[src/rtl/pqm_pkg.sv]
// shared constants for the packet queue manager ends
package pqm_pkg;
	// geometry
	localparam int ADDR_W  = 4;
	localparam int DATA_W  = 16;
	localparam int PKTS    = 8;
	localparam int PAGES   = 32;
	localparam int PAGE_SH = 8;
	localparam int N_W     = 11;
	// register offsets
	localparam logic [ADDR_W-1:0] REG_CONFIG = 4'h0;
	localparam logic [ADDR_W-1:0] REG_MMU    = 4'h1;
	localparam logic [ADDR_W-1:0] REG_PNR    = 4'h2;
	localparam logic [ADDR_W-1:0] REG_ARR    = 4'h3;
	localparam logic [ADDR_W-1:0] REG_FIFO   = 4'h4;
	localparam logic [ADDR_W-1:0] REG_PTR    = 4'h5;
	localparam logic [ADDR_W-1:0] REG_DATA   = 4'h6;
	localparam logic [ADDR_W-1:0] REG_INT    = 4'h7;
	localparam logic [ADDR_W-1:0] REG_TCR    = 4'h8;
	localparam logic [ADDR_W-1:0] REG_RCR    = 4'h9;
	localparam logic [ADDR_W-1:0] REG_CTRL   = 4'ha;
	localparam logic [ADDR_W-1:0] REG_PHY0   = 4'hb;
	// field positions
	localparam int CFG_PWR_BIT   = 0;
	localparam int PHY_PDN_BIT   = 11;
	localparam int TCR_EN_BIT    = 0;
	localparam int RCR_EN_BIT    = 0;
	localparam int CTRL_AREL_BIT = 0;
	localparam int PTR_WORD_BIT  = 1;
	localparam int MMU_CMD_LSB   = 13;
	localparam int ARR_BUSY_BIT  = 7;
	localparam int FIFO_RXE_BIT  = 15;
	localparam int FIFO_RX_LSB   = 8;
	localparam int FIFO_TXE_BIT  = 7;
	localparam int FIFO_TX_LSB   = 0;
	localparam int INT_RX_BIT    = 0;
	localparam int INT_TX_BIT    = 1;
	localparam int INT_TXE_BIT   = 2;
	localparam int INT_ALLOC_BIT = 3;
	// reset values
	localparam logic [DATA_W-1:0] CONFIG_RST = 16'h0000;
	localparam logic [DATA_W-1:0] PHY0_RST   = 16'h0800;
	localparam logic [DATA_W-1:0] CTL_RST    = 16'h0000;
	// mmu commands
	localparam logic [2:0] CMD_ALLOC   = 3'h1;
	localparam logic [2:0] CMD_RESET   = 3'h2;
	localparam logic [2:0] CMD_RMREL   = 3'h3;
	localparam logic [2:0] CMD_RELEASE = 3'h4;
	localparam logic [2:0] CMD_ENQ     = 3'h5;
	// host software port
	localparam logic [ADDR_W-1:0] HREG_CMD  = 4'h0;
	localparam logic [ADDR_W-1:0] HREG_STAT = 4'h1;
	localparam logic [ADDR_W-1:0] HREG_WORD = 4'h2;
	localparam int OP_LSB         = 12;
	localparam int STAT_BUSY_BIT  = 15;
	localparam int STAT_EMPTY_BIT = 14;
	localparam logic [2:0] OP_WAKE  = 3'h1;
	localparam logic [2:0] OP_SEND  = 3'h2;
	localparam logic [2:0] OP_TXSVC = 3'h3;
	localparam logic [2:0] OP_RXSVC = 3'h4;
endpackage : pqm_pkg

[src/rtl/pqm_bus_if.sv]
// register bus between host and device
`timescale 1ns/1ps
interface pqm_bus_if;
	logic [pqm_pkg::ADDR_W-1:0] addr;
	logic [pqm_pkg::DATA_W-1:0] wdata;
	logic [pqm_pkg::DATA_W-1:0] rdata;
	logic                       wr;
	logic                       rd;
	modport host (output addr, output wdata, output wr, output rd, input rdata);
	modport dev (input addr, input wdata, input wr, input rd, output rdata);
endinterface : pqm_bus_if

[src/rtl/pqm_dev.sv]
// device end: packet memory manager, queues and power gating
// Operation
// host sets clock power enable to wake
// power enable ungates rx, tx, core clocks
// host clears phy powerdown, phy resumes
// host resets mmu, restores context, then enables
// transmit only while tx enable set
// receive only after rx enable set
// allocate command reserves requested packet memory
// success sets done flag and result number
// host loads number, pointer, then frame data; the host here loads number and pointer only and writes no frame data
// enqueue pushes packet number register to fifo
// start gated by tx enable and deferral
// completion stores status, moves to done fifo
// tx flag while done fifo not empty
// ports show done head; status readable
// release frees memory; acknowledge pops done
// rx start allocates number, pages on demand
// overrun drops frame and frees memory
// end stores status word and byte count
// good crc queues; rx flag while queued
// bad crc frees memory, no queue
// ports show receive fifo head
// remove release pops rx head, frees
// auto release frees good transmits directly
// tx empty flag while tx fifo empty
//
// Decided for this implementation: the plain strobed port.
`timescale 1ns/1ps
module pqm_dev #(
	parameter int PKTS  = pqm_pkg::PKTS,
	parameter int PAGES = pqm_pkg::PAGES,
	parameter int PN_W  = $clog2(PKTS)
) (
	// clock and reset
	input  wire logic            mclk_in,
	input  wire logic            rst_n_in,
	// register side
	pqm_bus_if.dev               bus,
	// mac transmit
	input  wire logic            full_duplex_in,
	input  wire logic            defer_in,
	input  wire logic            tx_done_in,
	input  wire logic            tx_ok_in,
	input  wire logic [15:0]     tx_status_in,
	output logic                 tx_start_out,
	output logic      [PN_W-1:0] tx_pnr_out,
	// mac receive
	input  wire logic            rx_start_in,
	input  wire logic            rx_page_req_in,
	input  wire logic            rx_overrun_in,
	input  wire logic            rx_end_in,
	input  wire logic            rx_crc_ok_in,
	input  wire logic [15:0]     rx_status_in,
	input  wire logic [15:0]     rx_bytes_in,
	output logic                 rx_drop_out,
	// power
	output logic                 core_clk_en_out,
	output logic                 rx_clk_en_out,
	output logic                 tx_clk_en_out,
	output logic                 phy_powerdown_out
);
	localparam int PG_W = $clog2(PAGES + 1);
	generate
		if (PKTS < 2 || PN_W != $clog2(PKTS) || PN_W > 7 || (1 << PN_W) != PKTS) begin : g_chk
			$error("pqm_dev: packet count must be a power of two up to 128");
		end
	endgenerate
	function automatic logic [PN_W:0] first_free(input logic [PKTS-1:0] u);
		logic [PN_W:0] r;
		r = '0;
		for (int i = PKTS - 1; i >= 0; i--) begin
			if (!u[i]) begin
				r = {1'b1, PN_W'(i)};
			end
		end
		return r;
	endfunction : first_free
	logic [15:0] cfg_r, cfg_nxt, tcr_r, tcr_nxt, rcr_r, rcr_nxt, ctl_r, ctl_nxt;
	logic [15:0] phy_r, phy_nxt, ptr_r, ptr_nxt, rdata_r, rdata_nxt, rv;
	logic [15:0] stat_r [PKTS];
	logic [15:0] stat_nxt [PKTS];
	logic [15:0] cnt_r [PKTS];
	logic [15:0] cnt_nxt [PKTS];
	logic [PG_W-1:0] pg_r [PKTS];
	logic [PG_W-1:0] pg_nxt [PKTS];
	logic [PG_W-1:0] free_r, free_nxt, apg_r, apg_nxt;
	logic [PKTS-1:0] used_r, used_nxt, fmask;
	logic [PN_W-1:0] pnr_r, pnr_nxt, arr_r, arr_nxt, txp_r, txp_nxt, rxp_r, rxp_nxt;
	logic [PN_W-1:0] txq_head, dn_head, rxq_head;
	logic [PN_W:0]   ff;
	logic [2:0]      cmd;
	logic apend_r, apend_nxt, adone_r, adone_nxt, tbusy_r, tbusy_nxt, ract_r, ract_nxt;
	logic tst_r, tst_nxt, rdrop_r, rdrop_nxt, mmu_wr, mmu_clr;
	logic txq_push, txq_pop, txq_empty, dn_push, dn_pop, dn_empty, rxq_push, rxq_pop, rxq_empty;
	assign bus.rdata         = rdata_r;
	assign tx_start_out      = tst_r;
	assign tx_pnr_out        = txp_r;
	assign rx_drop_out       = rdrop_r;
	assign core_clk_en_out   = cfg_r[pqm_pkg::CFG_PWR_BIT];
	assign rx_clk_en_out     = cfg_r[pqm_pkg::CFG_PWR_BIT];
	assign tx_clk_en_out     = cfg_r[pqm_pkg::CFG_PWR_BIT];
	assign phy_powerdown_out = phy_r[pqm_pkg::PHY_PDN_BIT];
	pqm_fifo #(.W(PN_W), .DEPTH(PKTS)) u_txq (.mclk_in(mclk_in), .rst_n_in(rst_n_in), .clear_in(mmu_clr),
		.push_in(txq_push), .data_in(pnr_r), .pop_in(txq_pop), .head_out(txq_head), .empty_out(txq_empty));
	pqm_fifo #(.W(PN_W), .DEPTH(PKTS)) u_done (.mclk_in(mclk_in), .rst_n_in(rst_n_in), .clear_in(mmu_clr),
		.push_in(dn_push), .data_in(txp_r), .pop_in(dn_pop), .head_out(dn_head), .empty_out(dn_empty));
	pqm_fifo #(.W(PN_W), .DEPTH(PKTS)) u_rxq (.mclk_in(mclk_in), .rst_n_in(rst_n_in), .clear_in(mmu_clr),
		.push_in(rxq_push), .data_in(rxp_r), .pop_in(rxq_pop), .head_out(rxq_head), .empty_out(rxq_empty));
	always_comb begin
		cfg_nxt = cfg_r; tcr_nxt = tcr_r; rcr_nxt = rcr_r; ctl_nxt = ctl_r; phy_nxt = phy_r;
		ptr_nxt = ptr_r; pnr_nxt = pnr_r; arr_nxt = arr_r; txp_nxt = txp_r; rxp_nxt = rxp_r;
		stat_nxt = stat_r; cnt_nxt = cnt_r; pg_nxt = pg_r; free_nxt = free_r; apg_nxt = apg_r;
		used_nxt = used_r; apend_nxt = apend_r; adone_nxt = adone_r; tbusy_nxt = tbusy_r;
		ract_nxt = ract_r; tst_nxt = 1'b0; rdrop_nxt = 1'b0; fmask = '0; mmu_clr = 1'b0;
		txq_push = 1'b0; txq_pop = 1'b0; dn_push = 1'b0; dn_pop = 1'b0; rxq_push = 1'b0; rxq_pop = 1'b0;
		cmd    = bus.wdata[pqm_pkg::MMU_CMD_LSB +: 3];
		mmu_wr = bus.wr && bus.addr == pqm_pkg::REG_MMU;
		// register writes
		if (bus.wr) begin
			case (bus.addr)
				pqm_pkg::REG_CONFIG: cfg_nxt = bus.wdata;
				pqm_pkg::REG_PNR:    pnr_nxt = bus.wdata[PN_W-1:0];
				pqm_pkg::REG_PTR:    ptr_nxt = bus.wdata;
				pqm_pkg::REG_TCR:    tcr_nxt = bus.wdata;
				pqm_pkg::REG_RCR:    rcr_nxt = bus.wdata;
				pqm_pkg::REG_CTRL:   ctl_nxt = bus.wdata;
				pqm_pkg::REG_PHY0:   phy_nxt = bus.wdata;
				pqm_pkg::REG_INT: begin
					dn_pop = bus.wdata[pqm_pkg::INT_TX_BIT];
					if (bus.wdata[pqm_pkg::INT_ALLOC_BIT]) begin
						adone_nxt = 1'b0;
					end
				end
				default: ;
			endcase
		end
		// mmu commands
		if (mmu_wr) begin
			case (cmd)
				pqm_pkg::CMD_ALLOC: begin
					apend_nxt = 1'b1;
					apg_nxt   = PG_W'(bus.wdata[pqm_pkg::N_W-1:pqm_pkg::PAGE_SH]) + PG_W'(1);
				end
				pqm_pkg::CMD_ENQ:     txq_push = 1'b1;
				pqm_pkg::CMD_RELEASE: fmask[pnr_r] = 1'b1;
				pqm_pkg::CMD_RMREL: begin
					if (!rxq_empty) begin
						rxq_pop          = 1'b1;
						fmask[rxq_head]  = 1'b1;
					end
				end
				pqm_pkg::CMD_RESET: mmu_clr = 1'b1;
				default: ;
			endcase
		end
		// transmit hand-off and completion
		if (!tbusy_r && !txq_empty && tcr_r[pqm_pkg::TCR_EN_BIT] && cfg_r[pqm_pkg::CFG_PWR_BIT]
			&& (full_duplex_in || !defer_in)) begin
			txq_pop   = 1'b1;
			tbusy_nxt = 1'b1;
			txp_nxt   = txq_head;
			tst_nxt   = 1'b1;
		end
		if (tbusy_r && tx_done_in) begin
			tbusy_nxt      = 1'b0;
			stat_nxt[txp_r] = tx_status_in;
			if (ctl_r[pqm_pkg::CTRL_AREL_BIT] && tx_ok_in) begin
				fmask[txp_r] = 1'b1;
			end else begin
				dn_push = 1'b1;
			end
		end
		// receive frame end or loss
		if (ract_r) begin
			if (rx_overrun_in || (rx_page_req_in && free_r == '0)) begin
				ract_nxt      = 1'b0;
				fmask[rxp_r]  = 1'b1;
				rdrop_nxt     = 1'b1;
			end else if (rx_end_in) begin
				ract_nxt        = 1'b0;
				stat_nxt[rxp_r] = rx_status_in;
				cnt_nxt[rxp_r]  = rx_bytes_in;
				if (rx_crc_ok_in) begin
					rxq_push = 1'b1;
				end else begin
					fmask[rxp_r] = 1'b1;
					rdrop_nxt    = 1'b1;
				end
			end
		end
		// frees before allocations
		for (int i = 0; i < PKTS; i++) begin
			if (fmask[i] && used_r[i]) begin
				used_nxt[i] = 1'b0;
				free_nxt    = free_nxt + pg_r[i];
				pg_nxt[i]   = '0;
			end
		end
		if (ract_nxt && rx_page_req_in) begin
			pg_nxt[rxp_r] = pg_nxt[rxp_r] + PG_W'(1);
			free_nxt      = free_nxt - PG_W'(1);
		end
		ff = first_free(used_nxt);
		if (rx_start_in && !ract_r && rcr_r[pqm_pkg::RCR_EN_BIT] && cfg_r[pqm_pkg::CFG_PWR_BIT]) begin
			if (ff[PN_W] && free_nxt != '0) begin
				ract_nxt                  = 1'b1;
				rxp_nxt                   = ff[PN_W-1:0];
				used_nxt[ff[PN_W-1:0]]    = 1'b1;
				pg_nxt[ff[PN_W-1:0]]      = PG_W'(1);
				free_nxt                  = free_nxt - PG_W'(1);
			end else begin
				rdrop_nxt = 1'b1;
			end
		end
		ff = first_free(used_nxt);
		if (apend_r && ff[PN_W] && free_nxt >= apg_r) begin
			apend_nxt              = mmu_wr && cmd == pqm_pkg::CMD_ALLOC;
			adone_nxt              = 1'b1;
			arr_nxt                = ff[PN_W-1:0];
			used_nxt[ff[PN_W-1:0]] = 1'b1;
			pg_nxt[ff[PN_W-1:0]]   = apg_r;
			free_nxt               = free_nxt - apg_r;
		end
		if (mmu_clr) begin
			used_nxt  = '0;
			free_nxt  = PG_W'(PAGES);
			apend_nxt = 1'b0;
			ract_nxt  = 1'b0;
			for (int i = 0; i < PKTS; i++) begin
				pg_nxt[i] = '0;
			end
		end
		// read data, valid one cycle after the strobe
		rv = '0;
		case (bus.addr)
			pqm_pkg::REG_CONFIG: rv = cfg_r;
			pqm_pkg::REG_PNR:    rv[PN_W-1:0] = pnr_r;
			pqm_pkg::REG_ARR: begin
				rv[PN_W-1:0]               = arr_r;
				rv[pqm_pkg::ARR_BUSY_BIT]  = apend_r;
			end
			pqm_pkg::REG_FIFO: begin
				rv[pqm_pkg::FIFO_RXE_BIT]          = rxq_empty;
				rv[pqm_pkg::FIFO_RX_LSB +: PN_W]   = rxq_head;
				rv[pqm_pkg::FIFO_TXE_BIT]          = dn_empty;
				rv[pqm_pkg::FIFO_TX_LSB +: PN_W]   = dn_head;
			end
			pqm_pkg::REG_PTR:  rv = ptr_r;
			pqm_pkg::REG_DATA: rv = ptr_r[pqm_pkg::PTR_WORD_BIT] ? cnt_r[pnr_r] : stat_r[pnr_r];
			pqm_pkg::REG_INT: begin
				rv[pqm_pkg::INT_RX_BIT]    = !rxq_empty;
				rv[pqm_pkg::INT_TX_BIT]    = !dn_empty;
				rv[pqm_pkg::INT_TXE_BIT]   = txq_empty;
				rv[pqm_pkg::INT_ALLOC_BIT] = adone_r;
			end
			pqm_pkg::REG_TCR:  rv = tcr_r;
			pqm_pkg::REG_RCR:  rv = rcr_r;
			pqm_pkg::REG_CTRL: rv = ctl_r;
			pqm_pkg::REG_PHY0: rv = phy_r;
			default: rv = '0;
		endcase
		rdata_nxt = bus.rd ? rv : '0;
	end
	always_ff @(posedge mclk_in or negedge rst_n_in) begin
		if (!rst_n_in) begin
			cfg_r <= pqm_pkg::CONFIG_RST; tcr_r <= pqm_pkg::CTL_RST; rcr_r <= pqm_pkg::CTL_RST;
			ctl_r <= pqm_pkg::CTL_RST; phy_r <= pqm_pkg::PHY0_RST; ptr_r <= '0; rdata_r <= '0;
			for (int i = 0; i < PKTS; i++) begin
				stat_r[i] <= '0;
				cnt_r[i]  <= '0;
				pg_r[i]   <= '0;
			end
			free_r <= PG_W'(PAGES); apg_r <= '0; used_r <= '0; pnr_r <= '0; arr_r <= '0;
			txp_r <= '0; rxp_r <= '0; apend_r <= 1'b0; adone_r <= 1'b0; tbusy_r <= 1'b0;
			ract_r <= 1'b0; tst_r <= 1'b0; rdrop_r <= 1'b0;
		end else begin
			cfg_r <= cfg_nxt; tcr_r <= tcr_nxt; rcr_r <= rcr_nxt; ctl_r <= ctl_nxt; phy_r <= phy_nxt;
			ptr_r <= ptr_nxt; rdata_r <= rdata_nxt; stat_r <= stat_nxt; cnt_r <= cnt_nxt; pg_r <= pg_nxt;
			free_r <= free_nxt; apg_r <= apg_nxt; used_r <= used_nxt; pnr_r <= pnr_nxt; arr_r <= arr_nxt;
			txp_r <= txp_nxt; rxp_r <= rxp_nxt; apend_r <= apend_nxt; adone_r <= adone_nxt;
			tbusy_r <= tbusy_nxt; ract_r <= ract_nxt; tst_r <= tst_nxt; rdrop_r <= rdrop_nxt;
		end
	end
endmodule : pqm_dev

[src/rtl/pqm_fifo.sv]
// packet number fifo
`timescale 1ns/1ps
module pqm_fifo #(
	parameter int W     = 3,
	parameter int DEPTH = 8
) (
	// clock and reset
	input  wire logic         mclk_in,
	input  wire logic         rst_n_in,
	// control
	input  wire logic         clear_in,
	input  wire logic         push_in,
	input  wire logic [W-1:0] data_in,
	input  wire logic         pop_in,
	// state
	output logic      [W-1:0] head_out,
	output logic              empty_out
);
	localparam int AW = $clog2(DEPTH);
	generate
		if (DEPTH < 2 || (1 << AW) != DEPTH || W < 1) begin : g_chk
			$error("pqm_fifo: depth must be a power of two");
		end
	endgenerate
	logic [W-1:0] mem_r [DEPTH];
	logic [W-1:0] mem_nxt [DEPTH];
	logic [AW-1:0] rp_r, rp_nxt, wp_r, wp_nxt;
	logic [AW:0]   cnt_r, cnt_nxt;
	logic          do_push, do_pop;
	assign head_out  = mem_r[rp_r];
	assign empty_out = (cnt_r == '0);
	always_comb begin
		mem_nxt = mem_r;
		do_pop  = pop_in && (cnt_r != '0);
		do_push = push_in && (cnt_r != (AW+1)'(DEPTH) || do_pop);
		rp_nxt  = do_pop ? rp_r + 1'b1 : rp_r;
		wp_nxt  = do_push ? wp_r + 1'b1 : wp_r;
		cnt_nxt = cnt_r + (AW+1)'(do_push) - (AW+1)'(do_pop);
		if (do_push) begin
			mem_nxt[wp_r] = data_in;
		end
		if (clear_in) begin
			rp_nxt  = '0;
			wp_nxt  = '0;
			cnt_nxt = '0;
		end
	end
	always_ff @(posedge mclk_in or negedge rst_n_in) begin
		if (!rst_n_in) begin
			for (int i = 0; i < DEPTH; i++) begin
				mem_r[i] <= '0;
			end
			rp_r  <= '0;
			wp_r  <= '0;
			cnt_r <= '0;
		end else begin
			mem_r <= mem_nxt;
			rp_r  <= rp_nxt;
			wp_r  <= wp_nxt;
			cnt_r <= cnt_nxt;
		end
	end
endmodule : pqm_fifo

[src/flat_wrapper.sv]
// flat-port wrapper written by rule: the top's interface ports become plain ports
module pqm_dev_flat 
#(
	parameter int PKTS  = pqm_pkg::PKTS,
	parameter int PAGES = pqm_pkg::PAGES,
	parameter int PN_W  = $clog2(PKTS)
)
  (mclk_in, rst_n_in, full_duplex_in, defer_in, tx_done_in, tx_ok_in, tx_status_in, tx_start_out, tx_pnr_out, rx_start_in, rx_page_req_in, rx_overrun_in, rx_end_in, rx_crc_ok_in, rx_status_in, rx_bytes_in, rx_drop_out, core_clk_en_out, rx_clk_en_out, tx_clk_en_out, phy_powerdown_out, bus_addr, bus_wdata, bus_wr, bus_rd, bus_rdata);
  pqm_bus_if bus_i ();
  input  wire logic mclk_in;
  input  wire logic rst_n_in;
  input  wire logic full_duplex_in;
  input  wire logic defer_in;
  input  wire logic tx_done_in;
  input  wire logic tx_ok_in;
  input  wire logic [15:0] tx_status_in;
  output logic tx_start_out;
  output logic      [PN_W-1:0] tx_pnr_out;
  input  wire logic rx_start_in;
  input  wire logic rx_page_req_in;
  input  wire logic rx_overrun_in;
  input  wire logic rx_end_in;
  input  wire logic rx_crc_ok_in;
  input  wire logic [15:0] rx_status_in;
  input  wire logic [15:0] rx_bytes_in;
  output logic rx_drop_out;
  output logic core_clk_en_out;
  output logic rx_clk_en_out;
  output logic tx_clk_en_out;
  output logic phy_powerdown_out;
  input wire logic [$bits(bus_i.addr)-1:0] bus_addr;
  input wire logic [$bits(bus_i.wdata)-1:0] bus_wdata;
  input wire logic [$bits(bus_i.wr)-1:0] bus_wr;
  input wire logic [$bits(bus_i.rd)-1:0] bus_rd;
  output wire logic [$bits(bus_i.rdata)-1:0] bus_rdata;
  assign bus_i.addr = bus_addr;
  assign bus_i.wdata = bus_wdata;
  assign bus_i.wr = bus_wr;
  assign bus_i.rd = bus_rd;
  assign bus_rdata = bus_i.rdata;
  pqm_dev #(.PKTS(PKTS), .PAGES(PAGES), .PN_W(PN_W)) u_core (.mclk_in(mclk_in), .rst_n_in(rst_n_in), .bus(bus_i), .full_duplex_in(full_duplex_in), .defer_in(defer_in), .tx_done_in(tx_done_in), .tx_ok_in(tx_ok_in), .tx_status_in(tx_status_in), .tx_start_out(tx_start_out), .tx_pnr_out(tx_pnr_out), .rx_start_in(rx_start_in), .rx_page_req_in(rx_page_req_in), .rx_overrun_in(rx_overrun_in), .rx_end_in(rx_end_in), .rx_crc_ok_in(rx_crc_ok_in), .rx_status_in(rx_status_in), .rx_bytes_in(rx_bytes_in), .rx_drop_out(rx_drop_out), .core_clk_en_out(core_clk_en_out), .rx_clk_en_out(rx_clk_en_out), .tx_clk_en_out(tx_clk_en_out), .phy_powerdown_out(phy_powerdown_out));
endmodule
[config.mk]
export PLATFORM = sky130hd
export DESIGN_NAME = pqm_dev_flat
export DESIGN_NICKNAME = d
export VERILOG_FILES = /design/src/rtl/pqm_pkg.sv /design/src/rtl/pqm_bus_if.sv /design/src/rtl/pqm_dev.sv /design/src/rtl/pqm_fifo.sv /design/src/flat_wrapper.sv
export SDC_FILE = /design/constraint.sdc
export NUM_CORES = 1
export LEC_CHECK = 0
export ABC_AREA = 1
export ABC_CLOCK_PERIOD_IN_PS = 11800
export BUFFER_PORTS_ARGS = -buffer_cell sky130_fd_sc_hd__buf_2
export CAP_MARGIN = 30
export CORE_MARGIN = 8
export CORE_UTILIZATION = 49
export DETAILED_ROUTE_END_ITERATION = 16
export PLACE_DENSITY = 0.74
export SETUP_SLACK_MARGIN = 0.02
export SKIP_LAST_GASP = 1
export SYNTH_ARGS = -nofsm -noshare
export SYNTH_HDL_FRONTEND = slang
export SYNTH_SLANG_ARGS = --single-unit
export TNS_END_PERCENT = 100
[constraint.sdc]
create_clock -name mclk_in -period 11.8 [get_ports mclk_in]
set_input_delay 1.18 -clock mclk_in [delete_from_list [all_inputs] [get_ports mclk_in]]
set_output_delay 1.18 -clock mclk_in [all_outputs]
set_load 0.05 [all_outputs]
==> reports/metrics.cfg, run 1 <==
[detailed_routing]
firstDrtPassIters = 6
drt_iter0_drc = 3098
vias = 28488
drcViolationCount = 0
drt_wl_total_um = 96700
route.antenna.remaining_nets = 0
wl_per_cell_um = 19.3
vias_per_cell = 5.67

[worst_setup_path]
arrival_ps = 11770
slowest_delay_ps = 560
path_class = reg -> reg
critPathCaptureType = flop
worst_setup_path_start_kind = flop
cp_num_buf_inv = 12
crit_family = simple AND/OR/NAND/NOR gates
path_common_cell = nand2_1
cpMaxStageDelayCell = fa_2
cp.required_ps = 12310
worstPathMaxFanout = 11

[synth]
synth_common_cells = 1076 x nand2_1, 747 x o21ai_0, 552 x dfrtp_1
synth.area.top_cells = dfrtp_1 45%, nand2_1 13%, o21ai_0 12%
synth_most_common_cell = nand2_1
synth-seq-area-share_pct = 45.4
yosys.area.top_type_share_pct = 45.2
netlist_instances = 3971
yosys.area.top_type = dfrtp_1
yosysWarnings = 0
synth_flop_cell = dfrtp_1
ys_seq_elements = 554
synth.avg_cell_area_um2 = 7.70
syn_area_mm2 = 0.0306
synth_edf_count = 0
synth_cell_types = 67
syn_nets = 4140
async_reset_ff_share_pct = 100

[placed_design]
post-dp-hpwl_um = 63300
io_buffers = 105
gp_congestion = 1.03
pre_cts_slack_ps = -592
placed_area_mm2 = 0.0327

[sta]
worstMarginPinSlew_ps = 1040
hold_violations = 0
finClkSkew_ps = 31.0
slew_headroom_pct = 30.3
setup_violations = 0
drv_slew = 0
post-route-min-period_ps = 11260
fin_ws_ps = 537
finalCritPeriodShare_pct = 95.5
fmax_mhz = 88.8

[floorplan]
die_w_um = 266
die_area_mm2 = 0.0706
die_h_um = 266
ios = 106
start_util_pct = 49.5
row_count = 91
coreArea_mm2 = 0.0617

[flow_run]
cap_violations = 0

[clock_network]
cts.sinks = 554
htreeDepth = 2
clk_pin_slew_worst_paths_ps = 60
cts_root_buf = clkbuf_16
clk_latency_ps = 640
tritoncts = yes
numCtsBuffers = 59
cts_max_path_buffers = 3

[power_and_ir_drop]
p_leak_uw = 0.0171
power.total_uw = 7740
ir_worst_vdd_mv = 0.150
power.density_mw_per_mm2 = 220

[layout]
diodes = 0
final_layout_size_suffix_gt1_share_pct = 13.4
multi_input_area_mm2 = 0.0149
area_growth_pct = 15.1
register_area_mm2 = 0.0139
nets = 4305
fill_cells = 5727
stdcell_area_mm2 = 0.0352

[worst_hold_path]
worstHoldPathType = reg -> reg

[run_status]
status = completed

[global_routing]
grt_pass1_vias = 26611
grt_max_degree = 178
antenna_found_initial = 0
overflow = 0
grt_usage_pct = 26.7
grt_pass1_wl_um = 151000

==> kinds of logic after synthesis <==
group / synth area share [%]
buf+inv: 6.67
flops: 45.4
xor+xnor: 1.20
compound gates: 19.4
simple gates: 23.5
fa+ha+maj: 3.90
==> worst register-to-register path, delay by kind of cell (launching register included) <==
| kind | cells | cell delay [ps] |
|---|---|---|
| xor+xnor | 1 | 240 |
| fa+ha+maj | 11 | 4270 |
| flops | 1 | 450 |
| buf+inv | 12 | 1120 |
| compound gates | 5 | 570 |
| simple gates | 37 | 4510 |
==> repair_timing <==
action,4_1_cts,5_1_grt
hold buffers,0,0
resized for setup,14,48
buffers inserted,0,17
endpoints found under the setup margin,65,67
pin swaps,3,33
gates cloned,2,0
hold endpoints to repair,0,0
==> registers in the layout (all words and copies together) (netlist names), 6 cells and up <==
signal               flops
u_core.cnt_r           128
u_core.rcr_r            16
u_core.u_rxq.mem_r      24
u_core.ctl_r            16
u_core.pg_r             48
u_core.u_done.mem_r     24
u_core.used_r            8
u_core.phy_r            16
u_core.stat_r          128
u_core.cfg_r            16
u_core.tcr_r            16
u_core.free_r            6
u_core.ptr_r            16
u_core.bus.rdata        16
u_core.u_txq.mem_r      24
==> path summary, 6_finish.rpt <==
kind	from	endpoint	slack, ps	cells after the start
min in group asynchronous	rst_n_in	u_core.cfg_r[6]	650	1
worst min register to register	u_core.cnt_r[124]	u_core.cnt_r[124]	480	2
worst max register to register	u_core.u_rxq.rp_r[0]	u_core.pg_r[26]	540	66
worst max-delay path	u_core.u_rxq.rp_r[0]	u_core.pg_r[26]	540	66
worst min-delay path	u_core.cnt_r[124]	u_core.cnt_r[124]	480	2
max in group asynchronous	rst_n_in	u_core.cnt_r[35]	8830	3
==> where the power goes <==
group	internal, uW	switching, uW
combinational	1160	1960
clock	1140	803
sequential	2340	335
total	4650	3090
==> cell usage in the layout (no fill, tap or decap), types with 29 or more instances in the layout <==
master and count:
a211oi_1 29, a21oi_1 86, buf_2 104, buf_4 168, clkbuf_16 60, dfrtp_1 550, ha_1 73, inv_1 302
nand2_1 1060, nand2_2 32, nand3_1 134, nor2_1 339, o211ai_1 32, o21ai_0 744
==> cell type report <==
class	instances	share of cell area [%]
Inverter	339	3.64
Timing Repair Buffer	284	5.71
Tap cell	837	2.98
Sequential cell	554	39.4
Multi-Input combinational cell	2897	42.3
Clock buffer	90	5.13
Clock inverter	22	0.747
Timing Repair inverter	1	0.0213
==> routing by layer <==
metal,GRT usage [%],wire length (um),vias up
li1,-,-,13486
met1,35.9,39900,13394
met2,42.0,43700,1335
met3,4.96,8720,273
met4,11.5,4410,0
met5,0,0,-
==> stage by stage <==
stage / instances / TNS (ps) / hold slack (ps) / util (%)
final: 5024 / 0 / 481 / 57.0
after global routing: 5024 / -1870 / 497 / 57.0
after CTS: 5006 / 0 / 483 / 56.5
after detailed placement: 4892 / -32460 / 468 / 53.0
after global placement: 4888 / -21990 / 460 / 52.9
after floorplan: 3971 / 0 / 448 / -
Power figures use the tool's default switching activity.
==> inputs of run 2 (changes only) <==
- ABC_CLOCK_PERIOD_IN_PS: 11800 -> 11000
- HOLD_SLACK_MARGIN: default -> 0.1
- PLACE_DENSITY: 0.74 -> 0.71
- clock period: 11.8 -> 11 ns (I/O delays scaled with it)
==> reports/metrics.cfg, run 2 (synthesized netlist as in run 1, its figures left out) <==
[layout]
area_growth_pct = 16.7
register_area_mm2 = 0.0139  ; unchanged
most-common-layout-cells = 1023 x nand2_1, 740 x o21ai_0, 550 x dfrtp_1, 324 x nor2_1, 294 x inv_1
final_layout_size_suffix_gt1_share_pct = 15.9  ; +2.4 points
fill_cells = 5758  ; +0.54%
multi_input_area_mm2 = 0.0154  ; +3.1%
reg.largest.list = u_core.cnt_r x128, u_core.stat_r x128, u_core.pg_r x48
layout_commonest_cell = nand2_1
stdcell_area_mm2 = 0.0357  ; +1.4%
nets = 4316  ; +0.26%

[worst_setup_path]
slowest_delay_ps = 470  ; -90 ps
worstPathMaxFanout = 7  ; -4
r2r_cells = 72  ; +9.1%
path_class = reg -> reg
path_common_cell = nand2_4
cpMaxStageDelayCell = fa_1
cp.required_ps = 11480  ; -830 ps
critPathCaptureType = flop
worst_setup_path_start_kind = flop
arrival_ps = 11290  ; -480 ps

[placed_design]
io_buffers = 105  ; unchanged
placed_area_mm2 = 0.0329  ; +0.40%
gp_congestion = 0.942  ; -8.3%
post-dp-hpwl_um = 63200  ; -0.21%

[sta]
finalCritPeriodShare_pct = 98.3  ; +2.8 points
worstMarginPinSlew_ps = 1020  ; -19.0 ps
setup_violations = 0  ; unchanged
hold_violations = 0  ; unchanged
fmax_mhz = 92.5  ; +4.2%
drv_slew = 0  ; unchanged
rsz0062_at_grt = true
slew_headroom_pct = 31.6  ; +1.3 points
post-route-min-period_ps = 10810  ; -453 ps
finalSetupTns_ps = 0  ; unchanged
finClkSkew_ps = 30.2  ; -0.820 ps

[power_and_ir_drop]
p_leak_uw = 0.0171  ; +0.36%
ir_worst_vdd_mv = 0.137  ; -8.5%
power.density_mw_per_mm2 = 233  ; +6.0%

[detailed_routing]
met1_length_um = 40300  ; +1.0%
vias = 28480  ; -0.028%
vias_per_cell = 5.66  ; -0.21%
wl_per_cell_um = 19.1  ; -0.85%
drt_iter0_drc = 2948  ; -4.8%
drt_wl_total_um = 96100  ; -0.68%
wl_met2_um = 44100  ; +1.0%
route.antenna.remaining_nets = 0  ; unchanged
firstDrtPassIters = 6  ; unchanged
top_layer = met4
met3_length_um = 7220  ; -17%
drcViolationCount = 0  ; unchanged

[worst_hold_path]
min_path_cells = 2  ; unchanged
worstHoldPathType = reg -> reg

[clock_network]
numCtsBuffers = 58  ; -1.7%
cts_hold_buf = 0  ; unchanged
tritoncts = yes
cts.sinks = 554  ; unchanged
clk_latency_ps = 650  ; about the same
clk_pin_slew_worst_paths_ps = 60  ; about the same
htreeDepth = 2  ; unchanged
cts_root_buf = clkbuf_16
cts_max_path_buffers = 3  ; unchanged

[global_routing]
grt_pass1_wl_um = 150000  ; -0.49%
antenna_found_initial = 1  ; +1
grt_usage_pct = 26.4  ; -0.24 points
grt_pass1_vias = 26739  ; +0.48%
grt_max_degree = 156  ; -12%
overflow = 0  ; unchanged

[floorplan]
row_count = 91  ; unchanged
coreArea_mm2 = 0.0617  ; unchanged
start_util_pct = 49.5  ; unchanged
die_area_mm2 = 0.0706  ; unchanged
die_h_um = 266  ; unchanged
ios = 106  ; unchanged
die_w_um = 266  ; unchanged

[flow_run]
cap_violations = 0  ; unchanged

[run_status]
status = completed

-- run 2: cell types whose count changed in the layout (fill, tap and decap cells not counted), moves of 9 or more --
cell     change
nor2_1      -15
nor2_2      +13
nand2_1     -37
nand3_1      -9
nand2_4     +13
nand2_2     +24
-- run 2: routing by layer --
metal  up-vias  GRT usage [%]
met2      1162           41.7
met3       233           3.79
li1      13534              -
met5         -              0
met1     13551           36.2
met4         0           11.6
-- run 2: what timing repair did --
action	in CTS	in global routing
cloned	2	1
pin swaps	4	89
setup endpoints to repair	51	67
setup buffers	0	18
gates resized for setup	10	166
-- run 2: layout make-up --
cell class | instances | area share, %
multi-input cells | 2897 | 43.1
flip-flops and latches | 554 | 38.9
repair buffers | 296 | 6.01
clock buffers | 84 | 4.71
inverters | 339 | 3.62
well taps | 837 | 2.94
clock inverters | 24 | 0.737
repair inverters | 1 | 0.0211
diodes | 1 | 0.00702
-- run 2: through the flow --
step                setup WS (ps)  cells  total power [uW]  hold WS (ps)  utilization (%)
global route                 -324   5033              8870           496             57.8
global placement             -429   4898              5970           460             53.1
finish                        190   5033              8320           480             57.8
CTS                          34.1   5012              8070           483             56.5
floorplan                    28.9   3971              4950           448                -
detailed placement           -574   4902              6040           468             53.2
-- run 2: path summary, 6_finish.rpt --
check,startpoint,to,slack (ps)
max reg2reg,u_core.u_rxq.rp_r[0],u_core.used_r[6],190
min reg2reg,u_core.cnt_r[59],u_core.cnt_r[59],480
max in group asynchronous,rst_n_in,u_core.pg_r[46],8250
min in group asynchronous,rst_n_in,u_core.tcr_r[12],540
max,u_core.u_rxq.rp_r[0],u_core.used_r[6],190
min,u_core.cnt_r[59],u_core.cnt_r[59],480
-- run 2: worst max-delay path: cells and delay by family (launching register included) --
kind	cells	cell delay, ps
buffers and inverters	10	660
adder cells (fa/ha/maj)	9	3090
AND/OR/NAND/NOR	42	4710
AO/OA/AOI/OAI	8	1200
flip-flops	1	450
XOR/XNOR	3	530
-- run 2: power breakdown --
part           switching (uW)  leakage [uW]  total [uW]  internal [uW]
sequential                357       0.00734        2870           2510
combinational            2120       0.00887        3450           1330
clock                     868      0.000933        2000           1140
total                    3340        0.0171        8320           4980
